**src/design/pll_lock_params.svh**
```systemverilog
`ifndef PLL_LOCK_PARAMS_SVH
`define PLL_LOCK_PARAMS_SVH
`define IDX_STATUS_AB 8'h17
`define IDX_LOCK_CAL  8'h18
`define IDX_LOCKPIN   8'h1a
`define IDX_MONPIN    8'h1b
`define IDX_REFIN     8'h1c
`define IDX_HOLDOVER  8'h1d
`define IDX_STATE     8'h20
`define REG_RESET     8'h00
`define LD_CNT_LSB    5
`define LD_WIN_BIT    4
`define LD_DIS_BIT    3
`define HO_EN0_BIT    0
`define HO_EXT_BIT    1
`define HO_EN2_BIT    2
`define HO_CMP_BIT    3
`define NEED_00       8'h05
`define NEED_01       8'h10
`define NEED_10       8'h40
`define NEED_11       8'hff
`define LOCK_THR_HI   8'h03
`define LOCK_THR_LO   8'h01
`define UNLOCK_THR_HI 8'h06
`define UNLOCK_THR_LO 8'h03
`define LSEL_DLD      6'h01
`define LSEL_CSRC     6'h04
`define MSEL_DLD      6'h01
`define MSEL_CMP_HI   6'h02
`define MSEL_CMP_LO   6'h03
`define QUAL_TERM     8'h40
`endif

```
**src/design/pll_lock_pkg.sv**
```systemverilog
package pll_lock_pkg;
  typedef enum logic [1:0] {
    HO_IDLE  = 2'b00,
    HO_HIZ   = 2'b01,
    HO_RELCK = 2'b11
  } ho_state_t;
endpackage

```
**src/design/pll_lock_detect_holdover.sv**
```systemverilog
`timescale 1ns/1ps
`default_nettype none
`include "pll_lock_params.svh"
module pll_lock_detect_holdover
  import pll_lock_pkg::*;
(
  input  wire logic        clk_i,
  input  wire logic        resetn_i,
  input  wire logic        hsel_i,
  input  wire logic [31:0] haddr_i,
  input  wire logic [1:0]  htrans_i,
  input  wire logic        hwrite_i,
  input  wire logic [2:0]  hsize_i,
  input  wire logic [31:0] hwdata_i,
  input  wire logic        hready_i,
  output logic      [31:0] hrdata_o,
  output logic             hreadyout_o,
  output logic             hresp_o,
  input  wire logic        ref_pfd_i,
  input  wire logic        fb_pfd_i,
  input  wire logic        syncn_i,
  output logic             lock_pin_o,
  output logic             status_pin_o,
  output logic             reference_monitor_pin_pin_o,
  output logic             cp_hiz_o,
  output logic             b_cnt_reset_o
);
  // register file over AHB-Lite
  logic [7:0]  r17_r, r18_r, r1a_r, r1b_r, r1c_r, r1d_r;
  logic [7:0]  r17_nxt, r18_nxt, r1a_nxt, r1b_nxt, r1c_nxt, r1d_nxt;
  logic        wpend_r, wpend_nxt;
  logic [7:0]  widx_r, widx_nxt;
  logic [31:0] rdata_r, rdata_nxt;
  logic [7:0]  aidx;
  logic        aphase;
  logic [7:0]  state_rd;

  assign aidx   = haddr_i[9:2];
  assign aphase = hsel_i && htrans_i[1] && hready_i;

  always_comb begin
    r17_nxt   = r17_r;
    r18_nxt   = r18_r;
    r1a_nxt   = r1a_r;
    r1b_nxt   = r1b_r;
    r1c_nxt   = r1c_r;
    r1d_nxt   = r1d_r;
    // only whole-word writes are taken
    wpend_nxt = aphase && hwrite_i && (hsize_i == 3'h2);
    widx_nxt  = aidx;
    rdata_nxt = 32'h0000_0000;
    if (wpend_r) begin
      unique case (widx_r)
        `IDX_STATUS_AB: r17_nxt = hwdata_i[7:0];
        `IDX_LOCK_CAL:  r18_nxt = hwdata_i[7:0];
        `IDX_LOCKPIN:   r1a_nxt = hwdata_i[7:0];
        `IDX_MONPIN:    r1b_nxt = hwdata_i[7:0];
        `IDX_REFIN:     r1c_nxt = hwdata_i[7:0];
        `IDX_HOLDOVER:  r1d_nxt = hwdata_i[7:0];
        default: ;
      endcase
    end
    if (aphase && !hwrite_i && (haddr_i[31:10] == 22'h00_0000)) begin
      unique case (aidx)
        `IDX_STATUS_AB: rdata_nxt = {24'h00_0000, r17_r};
        `IDX_LOCK_CAL:  rdata_nxt = {24'h00_0000, r18_r};
        `IDX_LOCKPIN:   rdata_nxt = {24'h00_0000, r1a_r};
        `IDX_MONPIN:    rdata_nxt = {24'h00_0000, r1b_r};
        `IDX_REFIN:     rdata_nxt = {24'h00_0000, r1c_r};
        `IDX_HOLDOVER:  rdata_nxt = {24'h00_0000, r1d_r};
        `IDX_STATE:     rdata_nxt = {24'h00_0000, state_rd};
        default:        rdata_nxt = 32'h0000_0000;
      endcase
    end
  end

  always_ff @(posedge clk_i) begin
    if (!resetn_i) begin
      r17_r   <= `REG_RESET;
      r18_r   <= `REG_RESET;
      r1a_r   <= `REG_RESET;
      r1b_r   <= `REG_RESET;
      r1c_r   <= `REG_RESET;
      r1d_r   <= `REG_RESET;
      wpend_r <= 1'b0;
      widx_r  <= 8'h00;
      rdata_r <= 32'h0000_0000;
    end else begin
      r17_r   <= r17_nxt;
      r18_r   <= r18_nxt;
      r1a_r   <= r1a_nxt;
      r1b_r   <= r1b_nxt;
      r1c_r   <= r1c_nxt;
      r1d_r   <= r1d_nxt;
      wpend_r <= wpend_nxt;
      widx_r  <= widx_nxt;
      rdata_r <= rdata_nxt;
    end
  end

  // pin synchronisers: three stages, 2nd/3rd must agree
  logic [2:0] s_ref_r, s_fb_r, s_sy_r;
  logic       ref_lv_r, fb_lv_r, sy_lv_r;
  logic       ref_lv_nxt, fb_lv_nxt, sy_lv_nxt;
  logic       ref_rise, fb_rise, sync_fall, sync_high;

  always_comb begin
    ref_lv_nxt = (s_ref_r[1] == s_ref_r[2]) ? s_ref_r[2] : ref_lv_r;
    fb_lv_nxt  = (s_fb_r[1] == s_fb_r[2]) ? s_fb_r[2] : fb_lv_r;
    sy_lv_nxt  = (s_sy_r[1] == s_sy_r[2]) ? s_sy_r[2] : sy_lv_r;
  end

  always_ff @(posedge clk_i) begin
    if (!resetn_i) begin
      s_ref_r  <= 3'h0;
      s_fb_r   <= 3'h0;
      s_sy_r   <= 3'h7;
      ref_lv_r <= 1'b0;
      fb_lv_r  <= 1'b0;
      sy_lv_r  <= 1'b1;
    end else begin
      s_ref_r  <= {s_ref_r[1:0], ref_pfd_i};
      s_fb_r   <= {s_fb_r[1:0], fb_pfd_i};
      s_sy_r   <= {s_sy_r[1:0], syncn_i};
      ref_lv_r <= ref_lv_nxt;
      fb_lv_r  <= fb_lv_nxt;
      sy_lv_r  <= sy_lv_nxt;
    end
  end

  assign ref_rise  = ref_lv_nxt && !ref_lv_r;
  assign fb_rise   = fb_lv_nxt && !fb_lv_r;
  assign sync_fall = !sy_lv_nxt && sy_lv_r;
  assign sync_high = sy_lv_nxt;

  // digital lock indicator
  logic       ld_dis, win_lo;
  logic [7:0] need, lock_thr, unlock_thr, ab_add;
  logic       meas_r, meas_nxt;
  logic [7:0] mcnt_r, mcnt_nxt, diff;
  logic       eval, in_lock, out_lock;
  logic [7:0] lkc_r, lkc_nxt;
  logic       dld_r, dld_nxt;

  assign ld_dis = r18_r[`LD_DIS_BIT];
  assign win_lo = r18_r[`LD_WIN_BIT];
  assign ab_add = {6'h00, r17_r[1:0]};

  always_comb begin
    unique case (r18_r[`LD_CNT_LSB +: 2])
      2'b00:   need = `NEED_00;
      2'b01:   need = `NEED_01;
      2'b10:   need = `NEED_10;
      default: need = `NEED_11;
    endcase
    // bit low picks the high range window
    lock_thr   = (win_lo ? `LOCK_THR_LO : `LOCK_THR_HI) + ab_add;
    unlock_thr = (win_lo ? `UNLOCK_THR_LO : `UNLOCK_THR_HI) + ab_add;
  end

  always_comb begin
    meas_nxt = meas_r;
    mcnt_nxt = mcnt_r;
    eval     = 1'b0;
    diff     = 8'h00;
    if (ref_rise && fb_rise && !meas_r) begin
      eval = 1'b1;
    end else if (!meas_r && (ref_rise || fb_rise)) begin
      meas_nxt = 1'b1;
      mcnt_nxt = 8'h00;
    end else if (meas_r && (ref_rise || fb_rise)) begin
      eval     = 1'b1;
      diff     = mcnt_r + 8'h01;
      meas_nxt = 1'b0;
    end else if (meas_r && (mcnt_r >= unlock_thr)) begin
      // second edge too late: the cycle counts as outside the window
      eval     = 1'b1;
      diff     = mcnt_r + 8'h01;
      meas_nxt = 1'b0;
    end else if (meas_r) begin
      mcnt_nxt = mcnt_r + 8'h01;
    end
    in_lock  = eval && (diff < lock_thr);
    out_lock = eval && (diff > unlock_thr);
    lkc_nxt  = lkc_r;
    dld_nxt  = dld_r;
    if (ld_dis) begin
      lkc_nxt = 8'h00;
      dld_nxt = 1'b0;
    end else if (eval) begin
      if (in_lock) begin
        if (lkc_r < need) lkc_nxt = lkc_r + 8'h01;
        if (lkc_r + 8'h01 >= need) dld_nxt = 1'b1;
      end else begin
        lkc_nxt = 8'h00;
      end
      if (out_lock) dld_nxt = 1'b0;
    end
  end

  always_ff @(posedge clk_i) begin
    if (!resetn_i) begin
      meas_r <= 1'b0;
      mcnt_r <= 8'h00;
      lkc_r  <= 8'h00;
      dld_r  <= 1'b0;
    end else begin
      meas_r <= meas_nxt;
      mcnt_r <= mcnt_nxt;
      lkc_r  <= lkc_nxt;
      dld_r  <= dld_nxt;
    end
  end

  // lock pin, current-source qualification, pin muxes
  logic [7:0] qc_r, qc_nxt;
  logic       csrc, cmp, ld_sense;
  logic       lock_pin_r, lock_pin_nxt;
  logic       status_r, status_nxt, reference_monitor_pin_r, reference_monitor_pin_nxt;

  assign csrc = (r1a_r[5:0] == `LSEL_CSRC);

  always_comb begin
    qc_nxt = qc_r;
    if (!csrc || !dld_r) qc_nxt = 8'h00;
    else if (qc_r < `QUAL_TERM) qc_nxt = qc_r + 8'h01;
  end

  // comparator reads the pin: charged capacitor in current-source mode
  assign cmp      = csrc ? (qc_r == `QUAL_TERM) : lock_pin_r;
  assign ld_sense = r1d_r[`HO_CMP_BIT] ? cmp : 1'b1;

  function automatic logic mon_sel(input logic [5:0] s, input logic d, input logic c);
    mon_sel = (s == `MSEL_DLD) ? d :
              (s == `MSEL_CMP_HI) ? c :
              (s == `MSEL_CMP_LO) ? !c : 1'b0;
  endfunction

  always_comb begin
    // current source while indicator true, ground while false
    lock_pin_nxt = (r1a_r[5:0] == `LSEL_DLD || csrc) ? dld_nxt : 1'b0;
    status_nxt   = mon_sel(r17_r[7:2], dld_r, cmp);
    reference_monitor_pin_nxt   = mon_sel({1'b0, r1b_r[4:0]}, dld_r, cmp);
  end

  always_ff @(posedge clk_i) begin
    if (!resetn_i) begin
      qc_r       <= 8'h00;
      lock_pin_r <= 1'b0;
      status_r   <= 1'b0;
      reference_monitor_pin_r   <= 1'b0;
    end else begin
      qc_r       <= qc_nxt;
      lock_pin_r <= lock_pin_nxt;
      status_r   <= status_nxt;
      reference_monitor_pin_r   <= reference_monitor_pin_nxt;
    end
  end

  // holdover controller
  ho_state_t st_r, st_nxt;
  logic      hiz_r, hiz_nxt, brst_r, brst_nxt;
  logic      ho_en, ho_ext;

  assign ho_en  = r1d_r[`HO_EN0_BIT] && r1d_r[`HO_EN2_BIT];
  assign ho_ext = r1d_r[`HO_EXT_BIT];

  always_comb begin
    st_nxt   = st_r;
    brst_nxt = 1'b0;
    if (!ho_en) begin
      st_nxt = HO_IDLE;
    end else begin
      unique case (st_r)
        HO_IDLE: begin
          if (ho_ext && sync_fall) st_nxt = HO_HIZ;
          else if (!ho_ext && !ld_sense) st_nxt = HO_HIZ;
        end
        HO_HIZ: begin
          // leave only on the selected reference's detector edge
          if (ref_rise && (!ho_ext || sync_high)) begin
            brst_nxt = 1'b1;
            st_nxt   = ho_ext ? HO_IDLE : HO_RELCK;
          end
        end
        HO_RELCK: begin
          if (ho_ext) st_nxt = HO_IDLE;
          else if (dld_r && ld_sense) st_nxt = HO_IDLE;
        end
      endcase
    end
    hiz_nxt = (st_nxt == HO_HIZ);
  end

  always_ff @(posedge clk_i) begin
    if (!resetn_i) begin
      st_r   <= HO_IDLE;
      hiz_r  <= 1'b0;
      brst_r <= 1'b0;
    end else begin
      st_r   <= st_nxt;
      hiz_r  <= hiz_nxt;
      brst_r <= brst_nxt;
    end
  end

  // bus ready comes up one edge after power-on, from a flop
  logic resetn_r;
  always_ff @(posedge clk_i) begin
    resetn_r <= 1'b1;
  end

  assign state_rd      = {2'b00, st_r, cmp, ld_sense, hiz_r, dld_r};
  assign hrdata_o      = rdata_r;
  assign hreadyout_o   = resetn_r;
  assign hresp_o       = 1'b0 & resetn_r;
  assign lock_pin_o    = lock_pin_r;
  assign status_pin_o  = status_r;
  assign reference_monitor_pin_pin_o  = reference_monitor_pin_r;
  assign cp_hiz_o      = hiz_r;
  assign b_cnt_reset_o = brst_r;

  // assertions
  dld_rise_a: assert property (@(posedge clk_i) disable iff (!resetn_i)
    $rose(dld_r) |-> $past(in_lock) && ($past(lkc_r) + 8'h01 >= $past(need)))
    else $error("lock indicated without enough in-window cycles");
  dld_hold_a: assert property (@(posedge clk_i) disable iff (!resetn_i)
    $fell(dld_r) |-> $past(out_lock) || $past(ld_dis))
    else $error("lock dropped without an out-of-window cycle");
  need_five_a: assert property (@(posedge clk_i) disable iff (!resetn_i)
    (r18_r[6:5] == 2'b00) |-> (need == 8'h05))
    else $error("counter field 00 does not need five cycles");
  dld_off_a: assert property (@(posedge clk_i) disable iff (!resetn_i)
    ld_dis |=> !dld_r && (lkc_r == 8'h00))
    else $error("lock indicator active while disabled");
  qual_reset_a: assert property (@(posedge clk_i) disable iff (!resetn_i)
    (csrc && !dld_r) |=> (qc_r == 8'h00) && !cmp)
    else $error("qualification not restarted on false indicator");
  ho_off_a: assert property (@(posedge clk_i) disable iff (!resetn_i)
    !ho_en |=> !cp_hiz_o)
    else $error("holdover active while disabled");
  manual_entry_a: assert property (@(posedge clk_i) disable iff (!resetn_i)
    (ho_en && ho_ext && st_r == HO_IDLE && sync_fall) |=> cp_hiz_o)
    else $error("manual holdover not entered on sync fall");
  release_brst_a: assert property (@(posedge clk_i) disable iff (!resetn_i)
    ($fell(cp_hiz_o) && $past(ho_en)) |-> b_cnt_reset_o && $past(ref_rise))
    else $error("release without reference edge and B reset");
  auto_entry_a: assert property (@(posedge clk_i) disable iff (!resetn_i)
    (ho_en && !ho_ext && st_r == HO_IDLE && !ld_sense) |=> cp_hiz_o)
    else $error("automatic holdover not entered on lock loss");
  no_reentry_a: assert property (@(posedge clk_i) disable iff (!resetn_i)
    (st_r == HO_RELCK && !(dld_r && ld_sense)) |=> !cp_hiz_o)
    else $error("holdover re-entered before relock");
  lock_pin_src_a: assert property (@(posedge clk_i) disable iff (!resetn_i)
    csrc |=> (lock_pin_o == dld_r))
    else $error("lock pin does not follow the indicator in current-source mode");
  status_pol_a: assert property (@(posedge clk_i) disable iff (!resetn_i)
    (r17_r[7:2] == `MSEL_CMP_HI) |=> (status_pin_o == $past(cmp)))
    else $error("status pin does not show the comparator");
  reference_monitor_pin_pol_a: assert property (@(posedge clk_i) disable iff (!resetn_i)
    ({1'b0, r1b_r[4:0]} == `MSEL_CMP_LO) |=> (reference_monitor_pin_pin_o == !$past(cmp)))
    else $error("monitor pin does not show the inverted comparator");
  auto_no_sync_a: assert property (@(posedge clk_i) disable iff (!resetn_i)
    (ho_en && !ho_ext && st_r == HO_IDLE && ld_sense) |=> !cp_hiz_o)
    else $error("automatic holdover entered while lock is sensed");
  hiz_until_ref_a: assert property (@(posedge clk_i) disable iff (!resetn_i)
    (cp_hiz_o && ho_en && !ref_rise) |=> cp_hiz_o)
    else $error("charge pump released without a reference edge");
  sync_low_hold_a: assert property (@(posedge clk_i) disable iff (!resetn_i)
    (cp_hiz_o && ho_en && ho_ext && !sync_high) |=> cp_hiz_o)
    else $error("manual holdover released while sync pin low");
  brst_pulse_a: assert property (@(posedge clk_i) disable iff (!resetn_i)
    b_cnt_reset_o |=> !b_cnt_reset_o)
    else $error("B counter reset longer than one cycle");
endmodule // pll_lock_detect_holdover
`default_nettype wire

```
**config.mk**
```make
export PLATFORM = sky130hd
export DESIGN_NAME = pll_lock_detect_holdover
export DESIGN_NICKNAME = d
export VERILOG_FILES = /design/src/design/pll_lock_pkg.sv /design/src/design/pll_lock_detect_holdover.sv
export VERILOG_INCLUDE_DIRS = /design/src /design/src/design
export SDC_FILE = /design/constraint.sdc
export NUM_CORES = 1
export LEC_CHECK = 0
export BUFFER_PORTS_ARGS = -buffer_cell sky130_fd_sc_hd__buf_2
export CAP_MARGIN = 5
export CORE_MARGIN = 2
export CORE_UTILIZATION = 40
export DETAILED_ROUTE_END_ITERATION = 8
export GPL_TIMING_DRIVEN = 0
export PLACE_DENSITY_LB_ADDON = 0.08
export SYNTH_ARGS = -nofsm -noshare
export SYNTH_HDL_FRONTEND = slang
export SYNTH_SLANG_ARGS = --single-unit
```
**constraint.sdc**
```tcl
create_clock -name clk_i -period 4.72 [get_ports clk_i]
set_input_delay 0.472 -clock clk_i [delete_from_list [all_inputs] [get_ports clk_i]]
set_output_delay 0.472 -clock clk_i [all_outputs]
set_load 0.01 [all_outputs]
```
=== Word-level counts from Yosys, hierarchy flattened ===
Cells that the tools add are included.

* Memory bits (writable): 0
* Register bits after elaboration: 134
* Bits in latches: 0
* Logic and storage cells: 173
* ROM bits: 0
* Memories: 0
* Input bits: 77

* Shift-type cells: 0
* Add/sub/neg operators: 5
* Magnitude comparators: 6
* $mul: 0
* Mux-type cells: 46
* Eq/ne operators: 34
* Bitwise logic cells: 2
* Div/mod/pow operators: 0
* Reductions and logical operators: 54

{| class="wikitable"
|+ Operators by type and width
! cell !! number
|-
| 8-bit by 5-bit == test with 1-bit output, second input constant || 12
|-
| 8-bit two-way mux || 10
|-
| 8-bit case mux with 7 select lines || 1
|-
| 8-bit by 1-bit adder with 8-bit output, second input constant || 3
|-
| 1-bit two-way mux || 24
|-
| 8-bit case mux with 3 select lines || 1
|-
| 22-bit zero test || 1
|-
| 1-bit logical AND || 21
|-
| 2-bit AND reduction || 10
|-
| 2-bit two-way mux || 8
|-
| 6-bit by 1-bit == test with 1-bit output, second input constant || 2
|-
| 6-bit by 2-bit == test with 1-bit output, second input constant || 2
|-
| 5-bit by 2-bit == test with 1-bit output, second input constant || 2
|-
| 1-bit zero test || 10
|-
| 8-bit by 6-bit == test with 1-bit output, second input constant || 1
|-
| 8-bit by 7-bit == test with 1-bit output, second input constant || 1
|-
| 8-bit by 4-bit greater-or-equal comparator with 1-bit output || 1
|-
| 8-bit greater-or-equal comparator || 1
|-
| 8-bit by 4-bit greater-than comparator with 1-bit output || 1
|-
| 8-bit by 3-bit less-than comparator with 1-bit output || 1
|-
| 8-bit by 7-bit less-than comparator with 1-bit output, second input constant || 1
|-
| 8-bit less-than comparator || 1
|-
| 2-bit by 1-bit == test with 1-bit output, second input constant || 3
|-
| 6-bit by 3-bit == test with 1-bit output, second input constant || 1
|-
| other kinds (18) || 28
|}

=== Longest topological paths before layout ===
* Word-level depth: 14
* Mapped depth: 16

=== Least setup slack after synthesis ===
Ideal clock, no wire load.

* Kind: register to register
* From: reg r18_r[4]
* To: reg lock_pin_r, in the netlist lock_pin_o
* Setup slack: 1,435 ps
* Clock period less this slack: 3,285 ps
* Arrival time: 3,225 ps
* Setup time: 60 ps
* Cell stages (with the launch flop): 16
* Cells stage by stage: dfxtp_1 -> inv_1 -> ha_1 -> a21oi_1 -> ha_1 -> a2111oi_4 -> o211ai_4 -> and3_2 -> ha_1 -> nor2b_1 -> o21a_1 -> o21a_1 -> o21ai_0 -> a21oi_1 -> a211oi_2 -> and3_1

* Longest elaborated chain between the ends: 14

{| class="wikitable"
|+ RTL lines
! item !! RTL line !! RTL
|-
| start: declaration || pll_lock_detect_holdover.sv:29 || <nowiki>logic [7:0] r17_r, r18_r, r1a_r, r1b_r, r1c_r, r1d_r;</nowiki>
|-
| start signal: assignment || pll_lock_detect_holdover.sv:80 || <nowiki>r18_r <= `REG_RESET;</nowiki>
|-
| start signal: assignment || pll_lock_detect_holdover.sv:90 || <nowiki>r18_r <= r18_nxt;</nowiki>
|-
| 3-bit two-way mux (no line) || n/a ||
|-
| 3-bit by 2-bit adder with 4-bit output || pll_lock_detect_holdover.sv:158 || <nowiki>unlock_thr = (win_lo ? `UNLOCK_THR_LO : `UNLOCK_THR_HI) + ab_add;</nowiki>
|-
| 8-bit by 4-bit greater-or-equal comparator with 1-bit output || pll_lock_detect_holdover.sv:175 || <nowiki>end else if (meas_r && (mcnt_r >= unlock_thr)) begin</nowiki>
|-
| 1-bit logical AND || pll_lock_detect_holdover.sv:175 ||
|-
| 8-bit two-way mux || pll_lock_detect_holdover.sv:175 ||
|-
| 8-bit two-way mux || pll_lock_detect_holdover.sv:171 || <nowiki>end else if (meas_r && (ref_rise || fb_rise)) begin</nowiki>
|-
| 8-bit two-way mux || pll_lock_detect_holdover.sv:168 || <nowiki>end else if (!meas_r && (ref_rise || fb_rise)) begin</nowiki>
|-
| 8-bit two-way mux || pll_lock_detect_holdover.sv:166 || <nowiki>if (ref_rise && fb_rise && !meas_r) begin</nowiki>
|-
| 8-bit by 3-bit less-than comparator with 1-bit output || pll_lock_detect_holdover.sv:183 || <nowiki>in_lock = eval && (diff < lock_thr);</nowiki>
|-
| 1-bit logical AND || pll_lock_detect_holdover.sv:183 ||
|-
| 1-bit two-way mux || pll_lock_detect_holdover.sv:191 || <nowiki>if (in_lock) begin</nowiki>
|-
| 1-bit two-way mux || pll_lock_detect_holdover.sv:197 || <nowiki>if (out_lock) dld_nxt = 1'b0;</nowiki>
|-
| 1-bit two-way mux * || pll_lock_detect_holdover.sv:190 || <nowiki>end else if (eval) begin</nowiki>
|-
| 1-bit two-way mux * || pll_lock_detect_holdover.sv:187 || <nowiki>if (ld_dis) begin</nowiki>
|-
| end signal: assignment || pll_lock_detect_holdover.sv:254 || <nowiki>lock_pin_r <= lock_pin_nxt;</nowiki>
|-
| end: declaration || pll_lock_detect_holdover.sv:218 || <nowiki>logic lock_pin_r, lock_pin_nxt;</nowiki>
|}

Every way passes the cells marked *; elsewhere a longest branch is shown, timed or not.
A chain may end at the register's enable or synchronous reset.

=== Worst setup path in the final report ===
Same ends and word-level chain as after synthesis.

==> impl_metrics.toml <==
[floorplanning]
core_mm2 = 0.0144
dieArea_mm2 = 0.0156
dieWidth_um = 125
die_h_um = 125
std_cell_rows = 44
start_util_pct = 40.6
ios = 116

[sta]
hold_violations = 0
fin_crit_sh_pct = 81.7
slew_headroom_pct = 19.4
fin_crit_ps = 3860
rsz0062_at_grt = "false"
final_max_slew_viol_count = 0
finalSetupViolations = 0
max_freq_ghz = 0.259
worst_pin_slew_ps = 1200
finClkSkew_ps = 10.4
fin_setup_tns_ps = 0

[place]
gp_congestion = 0.854
post_dp_cell_area_mm2 = 0.00645
numPlacedInstances = 898
numPortBuffers = 60
dp_hpwl_mm = 10.9

[pwr]
p_switching_mw = 0.402
combPwrFrac_pct = 5.4
seq_power_share_pct = 50.7
clockPowerShare_pct = 43.9
peakVddDrop_uv = 255
switching_share_pct = 21.7
power_mw = 1.85
power_density_mw_per_mm2 = 273
p_leak_nw = 2.90
p_int_mw = 1.45

[drt]
drt-initial-drc-count = 289
drcViolationCount = 0
wirelength_mm = 14.4
vias = 4682
wire_per_inst_um = 15.7
vias_per_cell = 5.12
ant_nets = 0
first_pass_iters = 5

[synth]
synth_cell_types = 68
ys_ff_latch = 110
yosysSeqAreaShare_pct = 37.8
synthArstFlopShare_pct = 0
synth_area_mm2 = 0.00583
yosys_warnings = 0
synth_ff_type = "dfxtp_1"
synth-edff-count = 0
avgSynthCellArea_um2 = 9.26
netlist_instances = 630

[flow_run]
maxCapViolations = 0

[final_layout]
finalNonFillerCells = 914
final_cell_mix = "dfxtp_1, buf_2, mux2i_1"
fin_nets = 840
final_util_pct = 47.1
layout_commonest_cell = "dfxtp_1"
diodes = 0
drive_above_1_share_pct = 16.0
area_growth_pct = 16.0
final_cell_area_mm2 = 0.00677

[clock_tree]
root_buffer = "clkbuf_16"
numCtsBuffers = 9
clkTransAtPathRegs_ps = 70
cts.sinks = 110
cts_buffer_depth = 2
ctsResizeCount = 0
post_cts_buffers = 0
htreeDepth = 3
clk_latency_ps = 350
ctsHoldBuffers = 0
cts_tree = "built"

[status]
status = "complete, no violations"

[worst_hold_path]
min_path_type = "input port to flip-flop"
hold_depth = 2

[critical_path]
worstRegToRegCells = 15
crit_fanout = 6
startpoint_type = "flip-flop"
cp.arrival_ps = 4150
required_ps = 5020
path_class = "flip-flop to flip-flop"
cp-end-kind = "flip-flop"

[global_routing]
overflow = 0
grtUsageTotal_pct = 18.7
grt_max_degree = 18
grt_pass1_vias = 4497
antenna_found_initial = 0
grt_pass1_wl_mm = 23.2
[synth_stat cells (7+ instances only)]
| library cell | count | area share, % |
|---|---|---|
| dfxtp_1 | 110 | 38 |
| mux2i_1 | 57 | 9.8 |
| nor2b_1 | 55 | 5.9 |
| nand2_1 | 42 | 2.7 |
| ha_1 | 37 | 7.9 |
| nor2_1 | 31 | 2.0 |
| a21oi_1 | 30 | 2.6 |
| buf_4 | 26 | 3.3 |
| and2_1 | 19 | 2.0 |
| o21ai_0 | 19 | 1.6 |
| clkbuf_1 | 18 | 1.2 |
| inv_1 | 16 | 1.0 |
| nand3_1 | 12 | 1.0 |
| nor4_1 | 12 | 1.3 |
| and3_1 | 10 | 1.1 |
| a31oi_1 | 9 | 0.97 |
| nand4_1 | 8 | 0.86 |
| a22oi_1 | 7 | 0.90 |
| nand2b_1 | 7 | 0.75 |
| xnor2_1 | 7 | 1.1 |
| xor2_1 | 7 | 1.1 |
[final cells by class]
cell class / instances / area [um2]
buffer: 48 / 279
clock buffer: 11 / 233
clock inverter: 5 / 81.3
fill: 1417 / 7600
inverter: 16 / 60.1
multi-input combinational: 480 / 3380
sequential: 110 / 2200
tap: 184 / 230
timing repair buffer: 60 / 300
[critical path, stage by stage (launching register included)]
cell	delay, ps
dfxtp_1	480
inv_1	110
ha_1	190
a21oi_1	290
ha_1	340
a2111oi_4	440
o211ai_4	190
and3_2	270
ha_1	290
nor2b_1	130
o21a_1	160
o21a_1	150
o21ai_0	160
a21oi_1	130
a211oi_2	290
and3_1	180
[sequential cells by signal, summed over array words and instances (netlist names), 2 cells and up]
| name | cells |
|---|---|
| r17_r | 8 |
| mcnt_r | 8 |
| s_fb_r | 3 |
| s_sy_r | 3 |
| qc_r | 8 |
| r1c_r | 8 |
| r1d_r | 8 |
| r18_r | 8 |
| st_r | 2 |
| r1b_r | 8 |
| widx_r | 8 |
| r1a_r | 8 |
| s_ref_r | 3 |
| hrdata_o | 8 |
| lkc_r | 8 |
[logic make-up after synthesis]
group           Yosys count  share of synthesized area [%]
mux                      57                           9.78
other cells               2                          0.129
simple gates            234                           22.7
xor+xnor                 14                           2.10
flops                   110                           37.8
compound gates          111                           13.4
fa+ha+maj                38                           8.28
buf+inv                  64                           5.81
[metrics by stage]
step                setup slack, ps  hold slack (ps)
floorplan                      1440              386
global placement                956              402
detailed placement              895              396
CTS                             875              300
global route                    622              315
finish                          861              305
[path summary, 6_finish.rpt]
kind / startpoint / slack [ps] / end
setup reg to reg: r18_r[4] / 860 / lock_pin_o
hold / removal: syncn_i / 310 / s_sy_r[0]
setup / recovery: r18_r[4] / 860 / lock_pin_o
hold reg to reg: s_sy_r[0] / 410 / s_sy_r[1]
[power groups by stage]
stage	Combinational (mW)	Clock (mW)	Sequential [mW]
3_5_place_dp	0.0993	0	0.960
5_1_grt	0.109	0.871	0.939
4_1_cts	0.0996	0.828	0.938
2_1_floorplan	0.0579	0	0.959
3_3_place_gp	0.0979	0	0.960
6_report	0.0995	0.811	0.939
[routing by layer]
| metal | share of wire [%] | GRT usage [%] | wire (um) | vias to the layer above |
|---|---|---|---|---|
| li1 | - | - | - | 2378 |
| met1 | 49 | 24.8 | 7010 | 2192 |
| met2 | 47 | 31.3 | 6710 | 93 |
| met3 | 2.7 | 2.58 | 391 | 19 |
| met4 | 1.9 | 6.41 | 271 | 0 |
| met5 | 0 | 0 | 0 | - |
Note: power is estimated with default switching activity, not from simulation.
